==> src/hdl/ctc_pkg.sv <==
// Notes on behaviour
// - Three identical independent channels, each counting over a 16-bit range.
// - Data ports at 0x00, 0x04, 0x08 and control word at 0x0c; bytes.
// - One control word port shared by all channels sets each channel's own mode and access register.
// - Counting element is a hidden 16-bit down counter behind latch and holding.
// - Output latch follows the counter until a snapshot freezes it.
// - Count written one byte per write into holding, then moved to counter.
// - Data port read gives latch or status byte; write loads holding register.
// - Control word is write-only; seen only through read-back status.
// - Bit 0 picks binary or four-decade decimal counting.
// - Single-byte access forces the unused count byte to zero.
// - Bits 3:1 pick one of the six counting modes.
// - Bits 5:4 pick snapshot, low only, high only, or low then high.
// - Each channel keeps its own byte-order pointer, untouched by other channels.
// - Bits 7:6 pick channel 0 to 2; 11 means read-back command.
// - A new count is taken at any time without changing the mode.
// - Status capture takes control word, count state and output level.
// - One shared external count clock, muxed with a divided system clock.
// - Each channel has its own gate input and output pin.
// - Snapshot holds until read or reprogrammed; a repeat is ignored.
// - Read-back picks channels by bits 1-3; status read before count.
// - Status: bit 7 output, bit 6 load pending, bits 5:0 control fields.
// - Control word write resets the channel, cancels latches, sets output high, or low in mode 0.
`default_nettype none
package ctc_pkg;
  localparam int NUM_CH = 3;
  localparam int CNT_W  = 16;
  localparam logic [7:0] OFS_CNT [0:2] = '{8'h00, 8'h04, 8'h08};
  localparam logic [7:0] OFS_CW  = 8'h0c;
  localparam logic [7:0] OFS_CLK = 8'h10;
  localparam int RB_SEL_LO   = 1;
  localparam int RB_STATUS_N = 4;
  localparam int RB_COUNT_N  = 5;
  localparam logic [1:0] SC_MULTI_CHANNEL_CAPTURE_COMMAND = 2'h3;
  localparam logic [1:0] RESP_OKAY   = 2'h0;
  localparam logic [1:0] RESP_DECERR = 2'h3;
  localparam logic [7:0] PRESCALE_RST = 8'h00;
  localparam logic [3:0] BCD_NINE = 4'h9;
  localparam logic [15:0] CNT_ZERO = 16'h0000;
  localparam logic [15:0] CNT_ONE  = 16'h0001;
  localparam logic [15:0] CNT_TWO  = 16'h0002;
  typedef enum logic [1:0] {
    AF_LATCH = 2'h0, AF_LOW = 2'h1, AF_HIGH = 2'h2, AF_BOTH = 2'h3
  } ctc_af_t;
  typedef enum logic [2:0] {
    MD_TC_INT = 3'h0, MD_ONESHOT = 3'h1, MD_RATE = 3'h2,
    MD_SQUARE = 3'h3, MD_SW_STROBE = 3'h4, MD_HW_STROBE = 3'h5
  } ctc_mode_t;
  typedef struct packed {
    ctc_af_t   af;
    ctc_mode_t mode;
    logic      bcd;
  } ctc_cw_t;
endpackage
`default_nettype wire

==> src/hdl/ctc_top.sv <==
// The AXI4-Lite interface to the registers was chosen for this implementation.
`default_nettype none
module ctc_top #(
  parameter int ADDR_W = 8
) (
  // Clock and reset
  input  wire logic              aclk,
  input  wire logic              aresetn,
  // AXI4-Lite write channels
  input  wire logic [ADDR_W-1:0] awaddr,
  input  wire logic              awvalid,
  output logic                   awready,
  input  wire logic [31:0]       wdata,
  input  wire logic [3:0]        wstrb,
  input  wire logic              wvalid,
  output logic                   wready,
  output logic [1:0]             bresp,
  output logic                   bvalid,
  input  wire logic              bready,
  // AXI4-Lite read channels
  input  wire logic [ADDR_W-1:0] araddr,
  input  wire logic              arvalid,
  output logic                   arready,
  output logic [31:0]            rdata,
  output logic [1:0]             rresp,
  output logic                   rvalid,
  input  wire logic              rready,
  // Counter pins
  input  wire logic              external_count_clock,
  input  wire logic [2:0]        channel_gate_pin,
  output logic [2:0]             channel_output_pin
);

  // One-hot decode: [2:0] data ports, [3] control word, [4] clock select
  function automatic logic [4:0] ctc_decode(input logic [ADDR_W-1:0] a);
    logic [4:0] d;
    d = 5'h00;
    for (int k = 0; k < ctc_pkg::NUM_CH; k++) begin
      d[k] = (a == ADDR_W'(ctc_pkg::OFS_CNT[k]));
    end
    d[3] = (a == ADDR_W'(ctc_pkg::OFS_CW));
    d[4] = (a == ADDR_W'(ctc_pkg::OFS_CLK));
    return d;
  endfunction

  // Single-step decrement in binary or four decimal decades
  function automatic logic [15:0] ctc_dec1(input logic [15:0] v, input logic bcd);
    logic [15:0] r;
    logic        borrow;
    r = v - ctc_pkg::CNT_ONE;
    borrow = 1'b1;
    if (bcd) begin
      r = v;
      for (int k = 0; k < 4; k++) begin
        if (borrow) begin
          if (r[4*k +: 4] == 4'h0) begin
            r[4*k +: 4] = ctc_pkg::BCD_NINE;
          end else begin
            r[4*k +: 4] = r[4*k +: 4] - 4'h1;
            borrow = 1'b0;
          end
        end
      end
    end
    return r;
  endfunction

  // Bus slave
  logic [ADDR_W-1:0] wr_addr;
  logic [7:0]        wr_byte;
  logic              wr_be;
  logic [15:0]       clk_sel;
  logic [7:0]        rd_byte;

  wire       aw_hs  = awvalid & awready;
  wire       w_hs   = wvalid & wready;
  wire       ar_hs  = arvalid & arready;
  wire       wr_go  = ~awready & ~wready & ~bvalid;
  wire [4:0] wr_dec = ctc_decode(wr_addr);
  wire [4:0] rd_dec = ctc_decode(araddr);
  wire       wr_hit = wr_go & wr_be;
  wire       cw_wr  = wr_hit & wr_dec[3];
  wire [1:0] sc_fld = wr_byte[7:6];
  wire       rb_cmd = cw_wr & (sc_fld == ctc_pkg::SC_MULTI_CHANNEL_CAPTURE_COMMAND);
  wire ctc_pkg::ctc_cw_t new_cw = ctc_pkg::ctc_cw_t'(wr_byte[5:0]);

  always_ff @(posedge aclk) begin
    if (!aresetn) begin
      awready <= 1'b1;
      wready  <= 1'b1;
      bvalid  <= 1'b0;
      bresp   <= ctc_pkg::RESP_OKAY;
      wr_addr <= '0;
      wr_byte <= 8'h00;
      wr_be   <= 1'b0;
    end else begin
      if (aw_hs) begin
        awready <= 1'b0;
        wr_addr <= awaddr;
      end
      if (w_hs) begin
        wready  <= 1'b0;
        wr_byte <= wdata[7:0];
        wr_be   <= wstrb[0];
      end
      if (wr_go) begin
        bvalid  <= 1'b1;
        bresp   <= (|wr_dec) ? ctc_pkg::RESP_OKAY : ctc_pkg::RESP_DECERR;
        awready <= 1'b1;
        wready  <= 1'b1;
      end else if (bvalid & bready) begin
        bvalid <= 1'b0;
      end
    end
  end

  always_ff @(posedge aclk) begin
    if (!aresetn) begin
      arready <= 1'b1;
      rvalid  <= 1'b0;
      rdata   <= 32'h0000_0000;
      rresp   <= ctc_pkg::RESP_OKAY;
    end else if (ar_hs) begin
      arready <= 1'b0;
      rvalid  <= 1'b1;
      rresp   <= (|rd_dec) ? ctc_pkg::RESP_OKAY : ctc_pkg::RESP_DECERR;
      rdata   <= rd_dec[4] ? {16'h0000, clk_sel} : {24'h000000, rd_byte};
    end else if (rvalid & rready) begin
      rvalid  <= 1'b0;
      arready <= 1'b1;
    end
  end

  // Counting clock: external pin edge or divided system clock
  logic [7:0] div_cnt;
  logic       ext_q;
  logic       tick;
  logic       wstrb_hi;
  logic [7:0] wr_hi_byte;
  wire        src_ext  = clk_sel[0];
  wire [7:0]  prescale = clk_sel[15:8];
  wire        div_hit  = (div_cnt == prescale);

  always_ff @(posedge aclk) begin
    if (!aresetn) begin
      clk_sel <= {ctc_pkg::PRESCALE_RST, 8'h00};
      div_cnt <= 8'h00;
      ext_q   <= 1'b0;
      tick    <= 1'b0;
    end else begin
      if (wr_hit & wr_dec[4]) begin
        clk_sel <= {clk_sel[15:8], wr_byte};
      end
      if (wr_go & wstrb_hi & wr_dec[4]) begin
        clk_sel[15:8] <= wr_hi_byte;
      end
      ext_q   <= external_count_clock;
      div_cnt <= div_hit ? 8'h00 : div_cnt + 8'h01;
      tick    <= src_ext ? (external_count_clock & ~ext_q) : div_hit;
    end
  end

  // Upper lane of the clock select register is captured alongside the low one
  always_ff @(posedge aclk) begin
    if (!aresetn) begin
      wstrb_hi   <= 1'b0;
      wr_hi_byte <= 8'h00;
    end else if (w_hs) begin
      wstrb_hi   <= wstrb[1];
      wr_hi_byte <= wdata[15:8];
    end
  end

  // Channel state
  ctc_pkg::ctc_cw_t cw [0:2];
  logic [15:0] ce [0:2];
  logic [15:0] cr [0:2];
  logic [15:0] ol [0:2];
  logic [7:0]  st [0:2];
  logic [7:0]  rd_val [0:2];
  logic [2:0]  ol_hold, st_hold, null_cnt, pend, run;
  logic [2:0]  wr_hi, rd_hi, ch_out, gate_q, trig;
  logic [2:0]  cw_prog, latch_cmd, rb_cnt, rb_st, dat_wr, dat_rd;

  assign channel_output_pin = ch_out;

  always_comb begin
    rd_byte = 8'h00;
    for (int k = 0; k < ctc_pkg::NUM_CH; k++) begin
      if (rd_dec[k]) begin
        rd_byte = rd_val[k];
      end
    end
  end

  genvar gi;
  generate
    for (gi = 0; gi < ctc_pkg::NUM_CH; gi++) begin : g_ch
      wire sel_me  = cw_wr & (sc_fld == 2'(gi));
      wire rb_me   = rb_cmd & wr_byte[ctc_pkg::RB_SEL_LO + gi];
      assign cw_prog[gi]   = sel_me & (new_cw.af != ctc_pkg::AF_LATCH);
      assign latch_cmd[gi] = sel_me & (new_cw.af == ctc_pkg::AF_LATCH);
      assign rb_cnt[gi]    = rb_me & ~wr_byte[ctc_pkg::RB_COUNT_N];
      assign rb_st[gi]     = rb_me & ~wr_byte[ctc_pkg::RB_STATUS_N];
      assign dat_wr[gi]    = wr_hit & wr_dec[gi];
      assign dat_rd[gi]    = ar_hs & rd_dec[gi];

      wire ctc_pkg::ctc_mode_t md = cw[gi].mode;
      wire hw_md   = (md == ctc_pkg::MD_ONESHOT) | (md == ctc_pkg::MD_HW_STROBE);
      wire gate    = channel_gate_pin[gi];
      wire hi_pick = (cw[gi].af == ctc_pkg::AF_HIGH) |
                     ((cw[gi].af == ctc_pkg::AF_BOTH) & rd_hi[gi]);
      wire last_rd = (cw[gi].af != ctc_pkg::AF_BOTH) | rd_hi[gi];
      wire [15:0] dec1    = ctc_dec1(ce[gi], cw[gi].bcd);
      wire [15:0] next_ce = (md == ctc_pkg::MD_SQUARE) ? ctc_dec1(dec1, cw[gi].bcd) : dec1;
      wire        do_load = hw_md ? (trig[gi] & run[gi]) : pend[gi];
      wire        cnt_en  = run[gi] & (gate | hw_md);
      wire        at_one  = (ce[gi] == ctc_pkg::CNT_ONE);
      // A read that frees the latch and a new latch in one cycle: the new latch wins
      wire        ol_free = ~ol_hold[gi] | (dat_rd[gi] & ~st_hold[gi] & last_rd);

      assign rd_val[gi] = st_hold[gi] ? st[gi] : (hi_pick ? ol[gi][15:8] : ol[gi][7:0]);

      always_ff @(posedge aclk) begin
        if (!aresetn) begin
          cw[gi]       <= '0;
          ce[gi]       <= ctc_pkg::CNT_ZERO;
          cr[gi]       <= ctc_pkg::CNT_ZERO;
          ol[gi]       <= ctc_pkg::CNT_ZERO;
          st[gi]       <= 8'h00;
          ol_hold[gi]  <= 1'b0;
          st_hold[gi]  <= 1'b0;
          null_cnt[gi] <= 1'b0;
          pend[gi]     <= 1'b0;
          run[gi]      <= 1'b0;
          wr_hi[gi]    <= 1'b0;
          rd_hi[gi]    <= 1'b0;
          ch_out[gi]   <= 1'b0;
          gate_q[gi]   <= 1'b1; // Idle gate level, so release fakes no trigger
          trig[gi]     <= 1'b0;
        end else begin
          gate_q[gi] <= gate;
          // Edge trigger is kept until the next count tick samples it
          trig[gi] <= (gate & ~gate_q[gi]) | (trig[gi] & ~tick);
          if (ol_free) begin
            ol[gi] <= ce[gi];
          end
          if (cw_prog[gi]) begin
            cw[gi]       <= new_cw;
            null_cnt[gi] <= 1'b1;
            pend[gi]     <= 1'b0;
            run[gi]      <= 1'b0;
            wr_hi[gi]    <= 1'b0;
            rd_hi[gi]    <= 1'b0;
            ol_hold[gi]  <= 1'b0;
            st_hold[gi]  <= 1'b0;
            ch_out[gi]   <= (new_cw.mode != ctc_pkg::MD_TC_INT);
          end else begin
            if (dat_rd[gi]) begin
              if (st_hold[gi]) begin
                st_hold[gi] <= 1'b0;
              end else if (last_rd) begin
                rd_hi[gi]   <= 1'b0;
                ol_hold[gi] <= 1'b0;
              end else begin
                rd_hi[gi] <= 1'b1;
              end
            end
            if ((latch_cmd[gi] | rb_cnt[gi]) & ol_free) begin
              ol_hold[gi] <= 1'b1;
            end
            if (rb_st[gi] & (~st_hold[gi] | dat_rd[gi])) begin
              st_hold[gi] <= 1'b1;
              st[gi]      <= {ch_out[gi], null_cnt[gi], cw[gi]};
            end
            if (dat_wr[gi]) begin
              case (cw[gi].af)
                ctc_pkg::AF_LOW: begin
                  cr[gi] <= {8'h00, wr_byte};
                end
                ctc_pkg::AF_HIGH: begin
                  cr[gi] <= {wr_byte, 8'h00};
                end
                default: begin
                  if (!wr_hi[gi]) begin
                    cr[gi][7:0] <= wr_byte;
                  end else begin
                    cr[gi][15:8] <= wr_byte;
                  end
                  wr_hi[gi] <= ~wr_hi[gi];
                end
              endcase
              if ((cw[gi].af != ctc_pkg::AF_BOTH) | wr_hi[gi]) begin
                null_cnt[gi] <= 1'b1;
                pend[gi]     <= ~hw_md;
                run[gi]      <= run[gi] | hw_md;
              end
            end else if (tick) begin
              if (do_load) begin
                ce[gi]       <= cr[gi];
                null_cnt[gi] <= 1'b0;
                pend[gi]     <= 1'b0;
                run[gi]      <= 1'b1;
                ch_out[gi]   <= (md != ctc_pkg::MD_TC_INT) & (md != ctc_pkg::MD_ONESHOT);
              end else if (cnt_en) begin
                ce[gi] <= next_ce;
                case (md)
                  ctc_pkg::MD_TC_INT, ctc_pkg::MD_ONESHOT: begin
                    if (at_one) begin
                      ch_out[gi] <= 1'b1;
                    end
                  end
                  ctc_pkg::MD_RATE: begin
                    ch_out[gi] <= (ce[gi] != ctc_pkg::CNT_TWO);
                    if (at_one) begin
                      ce[gi]       <= cr[gi];
                      null_cnt[gi] <= 1'b0;
                    end
                  end
                  ctc_pkg::MD_SQUARE: begin
                    if (ce[gi] <= ctc_pkg::CNT_TWO) begin
                      ce[gi]       <= cr[gi];
                      null_cnt[gi] <= 1'b0;
                      ch_out[gi]   <= ~ch_out[gi];
                    end
                  end
                  default: begin
                    ch_out[gi] <= ~at_one;
                    if (ce[gi] == ctc_pkg::CNT_ZERO) begin
                      run[gi] <= 1'b0;
                    end
                  end
                endcase
              end else if ((md == ctc_pkg::MD_RATE) | (md == ctc_pkg::MD_SQUARE)) begin
                ch_out[gi] <= 1'b1;
              end
            end
          end
        end
      end

      a_cw_cancels: assert property (@(posedge aclk) disable iff (!aresetn)
        cw_prog[gi] |=> !ol_hold[gi] && !st_hold[gi] && null_cnt[gi] && !run[gi])
        else $error("control word write did not reset channel");

      a_latch_freezes: assert property (@(posedge aclk) disable iff (!aresetn)
        latch_cmd[gi] && !ol_hold[gi] && !dat_rd[gi]
        |=> ol_hold[gi] && ol[gi] == $past(ce[gi]))
        else $error("snapshot did not capture counter");

      a_latch_holds: assert property (@(posedge aclk) disable iff (!aresetn)
        ol_hold[gi] && !dat_rd[gi] && !cw_prog[gi] |=> $stable(ol[gi]) && ol_hold[gi])
        else $error("frozen latch changed before read");

      a_single_zero: assert property (@(posedge aclk) disable iff (!aresetn)
        dat_wr[gi] && cw[gi].af == ctc_pkg::AF_LOW |=> cr[gi][15:8] == 8'h00)
        else $error("unused byte not forced to zero");

      a_byte_order: assert property (@(posedge aclk) disable iff (!aresetn)
        dat_wr[gi] && cw[gi].af == ctc_pkg::AF_BOTH && !wr_hi[gi]
        |=> wr_hi[gi] && !null_cnt[gi] == !$past(null_cnt[gi]))
        else $error("low byte did not advance pointer");

      a_status_capture: assert property (@(posedge aclk) disable iff (!aresetn)
        rb_st[gi] && !st_hold[gi]
        |=> st[gi] == {$past(ch_out[gi]), $past(null_cnt[gi]), $past(cw[gi])})
        else $error("status byte fields wrong");

      a_status_first: assert property (@(posedge aclk) disable iff (!aresetn)
        dat_rd[gi] && st_hold[gi] |=> rvalid && rdata[7:0] == $past(st[gi]) ##0 !st_hold[gi])
        else $error("status not returned first");

      a_load_moves: assert property (@(posedge aclk) disable iff (!aresetn)
        tick && pend[gi] && !dat_wr[gi] && !cw_prog[gi]
        |=> ce[gi] == $past(cr[gi]) && !null_cnt[gi])
        else $error("holding value not moved to counter");

      c_latch_read: cover property (@(posedge aclk) disable iff (!aresetn)
        latch_cmd[gi] ##[1:40] dat_rd[gi] && ol_hold[gi]);
    end
  endgenerate

  a_cw_write_only: assert property (@(posedge aclk) disable iff (!aresetn)
    ar_hs && rd_dec[3] |=> rvalid && rdata == 32'h0000_0000 && rresp == ctc_pkg::RESP_OKAY)
    else $error("control word port read not zero");

  a_write_answer: assert property (@(posedge aclk) disable iff (!aresetn)
    wr_go |=> bvalid && awready && wready)
    else $error("write response missing");

  c_multi_channel_capture_command_both: cover property (@(posedge aclk) disable iff (!aresetn)
    rb_cmd && !wr_byte[ctc_pkg::RB_COUNT_N] && !wr_byte[ctc_pkg::RB_STATUS_N]);
  c_square_toggle: cover property (@(posedge aclk) disable iff (!aresetn)
    cw[0].mode == ctc_pkg::MD_SQUARE && $changed(ch_out[0]));
  c_two_byte: cover property (@(posedge aclk) disable iff (!aresetn)
    dat_wr[1] && wr_hi[1]);

endmodule
`default_nettype wire

==> config.mk <==
export PLATFORM = sky130hd
export DESIGN_NAME = ctc_top
export DESIGN_NICKNAME = d
export VERILOG_FILES = /design/src/hdl/ctc_pkg.sv /design/src/hdl/ctc_top.sv
export SDC_FILE = /design/constraint.sdc
export NUM_CORES = 1
export LEC_CHECK = 0
export BUFFER_PORTS_ARGS = -buffer_cell sky130_fd_sc_hd__buf_2
export CAP_MARGIN = 20
export CORE_MARGIN = 5
export CORE_UTILIZATION = 40
export CTS_BUF_LIST = sky130_fd_sc_hd__clkbuf_4 sky130_fd_sc_hd__clkbuf_8
export DETAILED_ROUTE_END_ITERATION = 8
export MAX_ROUTING_LAYER = met4
export SYNTH_ARGS = -nofsm -noshare
export SYNTH_HDL_FRONTEND = slang
export SYNTH_SLANG_ARGS = --single-unit
==> constraint.sdc <==
create_clock -name aclk -period 4.55 [get_ports aclk]
set_input_delay 0.2275 -clock aclk [delete_from_list [all_inputs] [get_ports aclk]]
set_output_delay 0.2275 -clock aclk [all_outputs]
set_load 0.05 [all_outputs]
==> results list, run 1 <==
* Worst slew slack as a fraction of its limit: 27.20%
* Max_cap viols: 0
* Largest net degree at the start of global routing: 67
* Post-synth design cell area: 16820 µm²
* Layout overhead on the synthesized area: 14.52%
- For the pin with the worst max-slew slack, the measured transition is 1092 ps.
- Combinational logic burns 9.6% of the power.
- The die covers 46260 µm².
- STA puts the critical path data required time at 4900 ps.
- I/O pin cnt: 107
* Mux cell area share after synthesis: 4.819%
* Post-Route Skew: 40.86 ps
- The pre-antenna-repair detailed-routing pass consisted of 6 iterations.
* Clock network power share: 43.0%
* EDFF count, synth: 186
* First-pass GRT wire length: 77190 µm
- CTS sink count: 291
- TritonCTS built the clock tree.
- DRC marker count from the first detailed-route iteration: 1372
- Once placement finished, the instance area stood at 17690 µm².
- WL per Instance: 19.37 µm
- Complex-gate fraction of the synthesized area: 15.38%
* Worst path arrival time: 4180 ps
* Post-CTS Repair Setup Buffers: 0
* Run status: finished clean
* Worst-path fanout max: 13
* Int Pwr: 4.674 mW
- F_max: 0.2608 GHz
- Power share of the sequential group: 47.4%
- The final max-slew violation count is 0.
* Global route total overflow: 0
* FFs w/ async S/R, synth: 0%
- Vias: 14490
* Switching fraction of total power: 25.64%
* Simple-gate share of the synthesized area: 24.76%
* Sort of element at the start of the critical path: flop
* Starting Density: 40.29%
- Cell leakage power: 7.390 nW
* GRT Overall Usage: 21.11%
* Fraction of final layout cells sized beyond drive strength 1: 12.32%
- Setup repair after global routing left no endpoint under its margin.
- Routed WL: 49130 µm
- The critical path goes through inv_1 > ha_1 > or3b_2 > nor4_1 > mux2i_1 > nand2b_1 > nor4_1 > mux2i_1 > a311oi_1 > o21ai_0.
* Drc violations: 0
- Yosys printed 0 warnings.
* Longest Clk Path Bufs: 3
* Core region area: 41760 µm²
* Die H: 215.1 µm
* Number of distinct standard cells referenced by the synthesized netlist: 87
* Row count: 75
- Crit Path Category: flop to flop
* Portion of the post-synthesis area used by sequential elements: 45.69%
- Critical Path End Type: flop
- Worst reg-to-reg setup slack: 720 ps
- Total clock buffers created by CTS: 49
- The synthesized netlist devotes 1.934% of its cell area to adder and majority cells.
- Flops & latches, synth: 291
- Combinational family with the most area after synthesis: simple AND/OR/NAND/NOR gates
- Gp weighted congestion: 0.9595
- Dividing total power by cell area gives a power density of 326.2 nW/µm².
* Area occupied by registers: 7687 µm²
- Max stage delay cell, worst path: sky130_fd_sc_hd__or3b_2
- The hold violation count in the final report was 0.
* Number of filler cells placed in the layout: 3982
* Via/cell ratio: 5.710
* Routed Antenna Nets: 0
* Insertion delay to the later sink of the worst-skew pair: 620 ps
- Peak per-stage delay on the critical path: 560 ps
- CTS Root Cell: sky130_fd_sc_hd__clkbuf_8
- Initial antenna violation count: 1
- Among cell families on the critical path, the largest total delay comes from simple AND/OR/NAND/NOR gates.
- Gate count of the mapped netlist: 1856
- Clk pin slew, worst setup/hold paths: 70 ps
* Period Utilization, post-route: 84.27%
- Area of all placed cells without fillers: 19270 µm²
* Number of setup violations in the final report: 0
- Min-Delay Path Class: primary input to flop
- Time the worst path needs with I/O delays and setup: 3834 ps
* Max H-tree Level: 2
- After routing, the total negative slack on setup checks comes to 0 ps.
- Average instance area after synthesis: 9.065 µm²
* NumNets Final: 2045
- Share of the synthesized netlist area taken by xor and xnor gates: 2.811%
* Number of input and output port buffers inserted: 72
* Post-DP HPWL: 34890 µm
- Multi-input logic area: 8437 µm²
- Across the VDD grid, the largest voltage drop is 0.0002069 V.
- The via count of the first global-routing pass came to 13730.
- Among all flip-flop cells after synthesis, the most frequent one is sky130_fd_sc_hd__edfxtp_1.
- In this run the horizontal extent of the chip is 215.1 µm.
- The number of buffers and inverters on the critical path is 1.
- Reported net switching power: 1.612 mW
layer usage:
metal	global-route usage, %	share of wire (%)	wire [µm]	vias to the layer above
li1	-	-	-	6965
met1	29.05	45	22170	6836
met2	32.60	45	22120	587
met3	2.899	6.8	3351	98
met4	6.699	3.0	1489	0
met5	-	0	0	-
layout make-up:
type,count,share of cell area (%)
Antenna cell,2,0.02597
Clock buffer,72,4.558
Clock inverter,19,1.383
Inverter,53,1.032
Multi-Input combinational cell,1401,43.79
Sequential cell,291,39.90
Tap cell,539,3.500
Timing Repair Buffer,160,5.818
registers in the layout, indices dropped and copies added (netlist names), 8 cells and up:
name        flops
ce             48
clk_sel        16
cr             48
cw             18
div_cnt         8
ol             48
rdata          16
st             24
wr_addr         8
wr_byte         8
wr_hi_byte      8
cell families (layout without fill, tap and decap cells):
family                   count (synthesis)  in the layout
other                                    1             18
adder cells (fa/ha/maj)                 26             26
AO/OA/AOI/OAI                          409            409
flip-flops                             291            291
XOR/XNOR                                54             54
buffers and inverters                  179            304
AND/OR/NAND/NOR                        816            816
multiplexers                            80             80
power groups by stage:
stage	clock network (mW)	registers (mW)	logic, mW
after floorplan	0	3.02	0.393
after global placement	0	3.03	0.560
after detailed placement	0	3.03	0.564
after CTS	2.76	2.98	0.595
after global routing	2.87	2.99	0.654
final	2.70	2.98	0.602
Yosys cell counts, types with 11 or more instances:
master	count	area, µm²
sky130_fd_sc_hd__a31oi_1	11	68.82
sky130_fd_sc_hd__xor2_1	27	236.5
sky130_fd_sc_hd__a21oi_1	124	620.6
sky130_fd_sc_hd__nor2_1	145	544.3
sky130_fd_sc_hd__nand2b_1	31	193.9
sky130_fd_sc_hd__nor4_1	30	187.7
sky130_fd_sc_hd__nand2_1	214	803.3
sky130_fd_sc_hd__inv_1	53	198.9
sky130_fd_sc_hd__xnor2_1	27	236.5
sky130_fd_sc_hd__and3_1	46	287.8
sky130_fd_sc_hd__or3_1	15	93.84
sky130_fd_sc_hd__o21a_1	14	105.1
sky130_fd_sc_hd__ha_1	26	325.3
sky130_fd_sc_hd__or4_1	13	97.59
sky130_fd_sc_hd__dfxtp_1	105	2102
sky130_fd_sc_hd__clkbuf_1	93	349.1
sky130_fd_sc_hd__nand4_1	27	168.9
sky130_fd_sc_hd__buf_4	19	142.6
sky130_fd_sc_hd__o22ai_1	15	93.84
sky130_fd_sc_hd__nor3_1	91	455.4
sky130_fd_sc_hd__and2_1	65	406.6
sky130_fd_sc_hd__o211ai_1	17	127.6
sky130_fd_sc_hd__edfxtp_1	186	5585
sky130_fd_sc_hd__o21ai_0	114	570.6
sky130_fd_sc_hd__mux2i_1	72	720.7
sky130_fd_sc_hd__nand3_1	60	300.3
sky130_fd_sc_hd__nor2b_1	21	131.4
sky130_fd_sc_hd__or2_2	11	68.82
final timing paths:
path                   from   endpoint  cells after the start
setup / recovery   ce[0][1]  ce[0][14]                     10
hold / removal      aresetn   rd_hi[2]                      4
setup reg to reg   ce[0][1]  ce[0][14]                     10
hold reg to reg   rdata[11]  rdata[11]                      2
worst min-delay path: cells and delay by family:
family	cells	cell delay, ps
buffers and inverters	2	330
AO/OA/AOI/OAI	2	110
placed cells by master (no fill, tap or decap), types with 16 or more instances in the layout:
cell	instances
sky130_fd_sc_hd__a21oi_1	124
sky130_fd_sc_hd__and2_1	65
sky130_fd_sc_hd__and3_1	46
sky130_fd_sc_hd__buf_2	73
sky130_fd_sc_hd__buf_4	44
sky130_fd_sc_hd__clkbuf_4	18
sky130_fd_sc_hd__clkbuf_8	54
sky130_fd_sc_hd__conb_1	16
sky130_fd_sc_hd__dfxtp_1	105
sky130_fd_sc_hd__dlygate4sd3_1	42
sky130_fd_sc_hd__edfxtp_1	186
sky130_fd_sc_hd__ha_1	26
sky130_fd_sc_hd__inv_1	52
sky130_fd_sc_hd__mux2i_1	72
sky130_fd_sc_hd__nand2_1	214
sky130_fd_sc_hd__nand2b_1	31
sky130_fd_sc_hd__nand3_1	60
sky130_fd_sc_hd__nand4_1	27
sky130_fd_sc_hd__nor2_1	145
sky130_fd_sc_hd__nor2b_1	21
sky130_fd_sc_hd__nor3_1	90
sky130_fd_sc_hd__nor4_1	29
sky130_fd_sc_hd__o211ai_1	17
sky130_fd_sc_hd__o21ai_0	112
sky130_fd_sc_hd__xnor2_1	27
sky130_fd_sc_hd__xor2_1	27
timing repair:
item / in CTS / in global routing
hold buffers: 42 / 0
resized for setup: 0 / 0
endpoints found under the hold margin: 39 / 0
through the flow:
step / hold WS (ps) / power, mW / setup slack, ps / std cells / utilization, %
4_1_cts: 69.21 / 6.330 / 739.4 / 2533 / 46.11
2_1_floorplan: 329.0 / 3.409 / 1075 / 1871 / -
6_report: 100.2 / 6.286 / 715.6 / 2537 / 46.14
3_5_place_dp: 441.6 / 3.598 / 776.8 / 2400 / 42.36
3_3_place_gp: 439.2 / 3.591 / 822.3 / 2400 / 42.36
5_1_grt: 126.7 / 6.519 / 406.6 / 2536 / 46.14
Power figures use the tool's default switching activity.
==> inputs of run 2 (changes only) <==
clock period = 3.3 ns   (was 4.55 ns; I/O delays follow)
==> results list, run 2 (same netlist as run 1, synthesis figures left out) <==
- Net switching is 25.96% of the power.
- Vias: 14850
- Overall power consumption: 8.297 mW
* Count of antenna diodes in the layout: 0
- After detailed placement, the design holds a cell count of 2476.
* Critical path startpoint: ce[2][0]
* Crit Path Category: flop to flop
* Min-delay src: arvalid
- In this run the number of H-tree levels came out at 2.
* Gate family responsible for the most delay along the worst path: compound AO/OA/AOI/OAI gates
- Worst-path fanout max: 8
* Peak per-stage delay on the critical path: 470 ps
* DRC marker count from the first detailed-route iteration: 1368
- Across the VDD grid, the largest voltage drop is 0.0003496 V.
- The initial antenna violation count came to 0.
- For this design the ratio of total power to cell area is 420.1 nW/µm².
- The tool flagged a number of max-cap violations equal to 0.
- Max stage delay cell, worst path: sky130_fd_sc_hd__or3b_1
* Insertion delay to the later sink of the worst-skew pair: 590 ps
- The number of buffers and inverters on the critical path is 2.
- Reported net switching power: 2.154 mW
* Global route total overflow: 0
* Gp weighted congestion: 0.9433
- The count of nets left with antenna violations once routing finished came out at 0.
* Die X: 215.1 µm
- Cell-by-cell trace of the critical path: inv_1 > ha_1 > or3b_1 > o21ai_0 > inv_1 > ha_1 > and2_1 > a21o_1 > and4_4 > a221oi_2 > o31ai_1
* Row count: 75
* Die H: 215.1 µm
* F_max: 0.3126 GHz
- The core region is 41760 µm².
- For the pin with the worst max-slew slack, the measured transition is 963.4 ps.
- Share of power burned in combinational logic: 10.9%
- After detailed routing, the average wire length per cell comes to 19.24 µm.
- Leaving out fill and tap cells, the most frequent cells in the layout are sky130_fd_sc_hd__nand2_1 (214), sky130_fd_sc_hd__edfxtp_1 (186), sky130_fd_sc_hd__nor2_1 (144).
- In this run the count of I/O pins placed on the die edge is 107.
- Via/cell ratio: 5.698
* Worst slew slack as a fraction of its limit: 35.77%
* CTS Root Cell: sky130_fd_sc_hd__clkbuf_8
- TritonCTS built the clock tree.
- Leading cell type in the layout, fill and taps excluded: sky130_fd_sc_hd__nand2_1
* Clock network power share: 39.8%
- The run finished with clean final reports.
* Total clock buffers created by CTS: 48
- Counting I/O delays and the setup requirement, the final critical path takes 3199 ps.
- Int Pwr: 6.144 mW
* Initial DRT Pass Iterations: 5
- Die Area: 46260 µm²
* Fraction of final layout cells sized beyond drive strength 1: 15.72%
* Number of standard cells in the final layout excluding fillers: 2606
* Min-Delay Path Class: primary input to flop
- Of the total power, registers draw 49.3%.
* NumNets Final: 2118
- Global routing used 21.28% of the available tracks across all layers.
- The first global-routing pass estimated 78080 µm of wire.
- Data arrives at the worst endpoint at 3520 ps.
- At the worst endpoint, the required time is 3620 ps.
- The worst setup path is launched from a flop.
- Clk pin slew, worst setup/hold paths: 60 ps
- In the routed design, unresolved DRC markers number 0.
- CTS sink count: 291
- The worst path uses 96.95% of the clock period.
- Post-Route Skew: 30.23 ps
* Number of setup violations in the final report: 0
* Final Max Tran Viols: 0
* Count of endpoints failing hold in the final timing report: 0
- The startpoint identified for the worst register-to-register timing path is ce[2][0].
- Largest net degree at the start of global routing: 51
* Via count of the first global-routing pass: 14130
- During placement, the flow inserted port buffers numbering 72.
* Routed WL: 50130 µm
- The largest registers in the layout are ce (48), cr (48), ol (48).
- Post-DP HPWL: 36510 µm
- The clock passes through at most 3 buffers.
* Worst hold slack: 104.8 ps
- Critical Path End Type: flop
- The area growth from synthesis to layout is 17.40%.
* Unrepaired setup endpoints after global routing: yes
- Starting Density: 40.29%
- The analysis attributes to cell leakage a power of 7.708 nW.
[run 2: cell type report]
type / instances / area [µm²]
flip-flops and latches: 291 / 7687
multi-input cells: 1401 / 8501
well taps: 539 / 674.4
clock buffers: 74 / 880.8
clock inverters: 14 / 116.4
repair buffers: 234 / 1694
fillers: 3913 / 22010
inverters: 53 / 198.9
[run 2: tightest hold or removal path, stage by stage]
cell and delay, ps:
sky130_fd_sc_hd__buf_2 90, sky130_fd_sc_hd__nand2_1 50, sky130_fd_sc_hd__buf_4 210, sky130_fd_sc_hd__a21oi_1 130
[run 2: timing repair]
action,4_1_cts,5_1_grt
setup endpoints to repair,0,28
gates resized for setup,0,6
buffers inserted,0,0
hold buffers,42,0
endpoints found under the hold margin,39,0
[run 2: final timing paths]
check / to / slack, ps / cells past startpoint
max: ce[2][15] / 100 / 11
max reg2reg: ce[2][15] / 100 / 11
min reg2reg: rdata[11] / 450 / 2
min: rvalid / 100 / 4
[run 2: stage by stage]
step / TNS, ps / setup WS [ps] / instance area [µm²] / utilization (%)
global route: -99.12 / -96.98 / 19750 / 47.30
floorplan: -63.99 / -63.99 / 16940 / -
finish: 0 / 100.6 / 19750 / 47.30
detailed placement: 0 / 95.63 / 18310 / 43.85
global placement: 0 / 131.9 / 18310 / 43.85
CTS: 0 / 54.89 / 19730 / 47.24
[run 2: routing by layer]
metal	part of all wire (%)	up-vias	routed length, µm	track usage, %
li1	-	7109	-	-
met1	46	7116	22900	29.33
met2	46	546	23190	33.92
met3	5.9	78	2941	2.519
met4	2.2	0	1097	5.078
met5	0	-	0	-
[run 2: power by group through the flow]
| stage | Sequential, mW | Combinational [mW] | Clock [mW] |
|---|---|---|---|
| after detailed placement | 4.16 | 0.849 | 0 |
| after floorplan | 4.16 | 0.546 | 0 |
| final | 4.09 | 0.904 | 3.31 |
| after global routing | 4.10 | 0.974 | 3.54 |
| after CTS | 4.09 | 0.891 | 3.36 |
| after global placement | 4.16 | 0.841 | 0 |
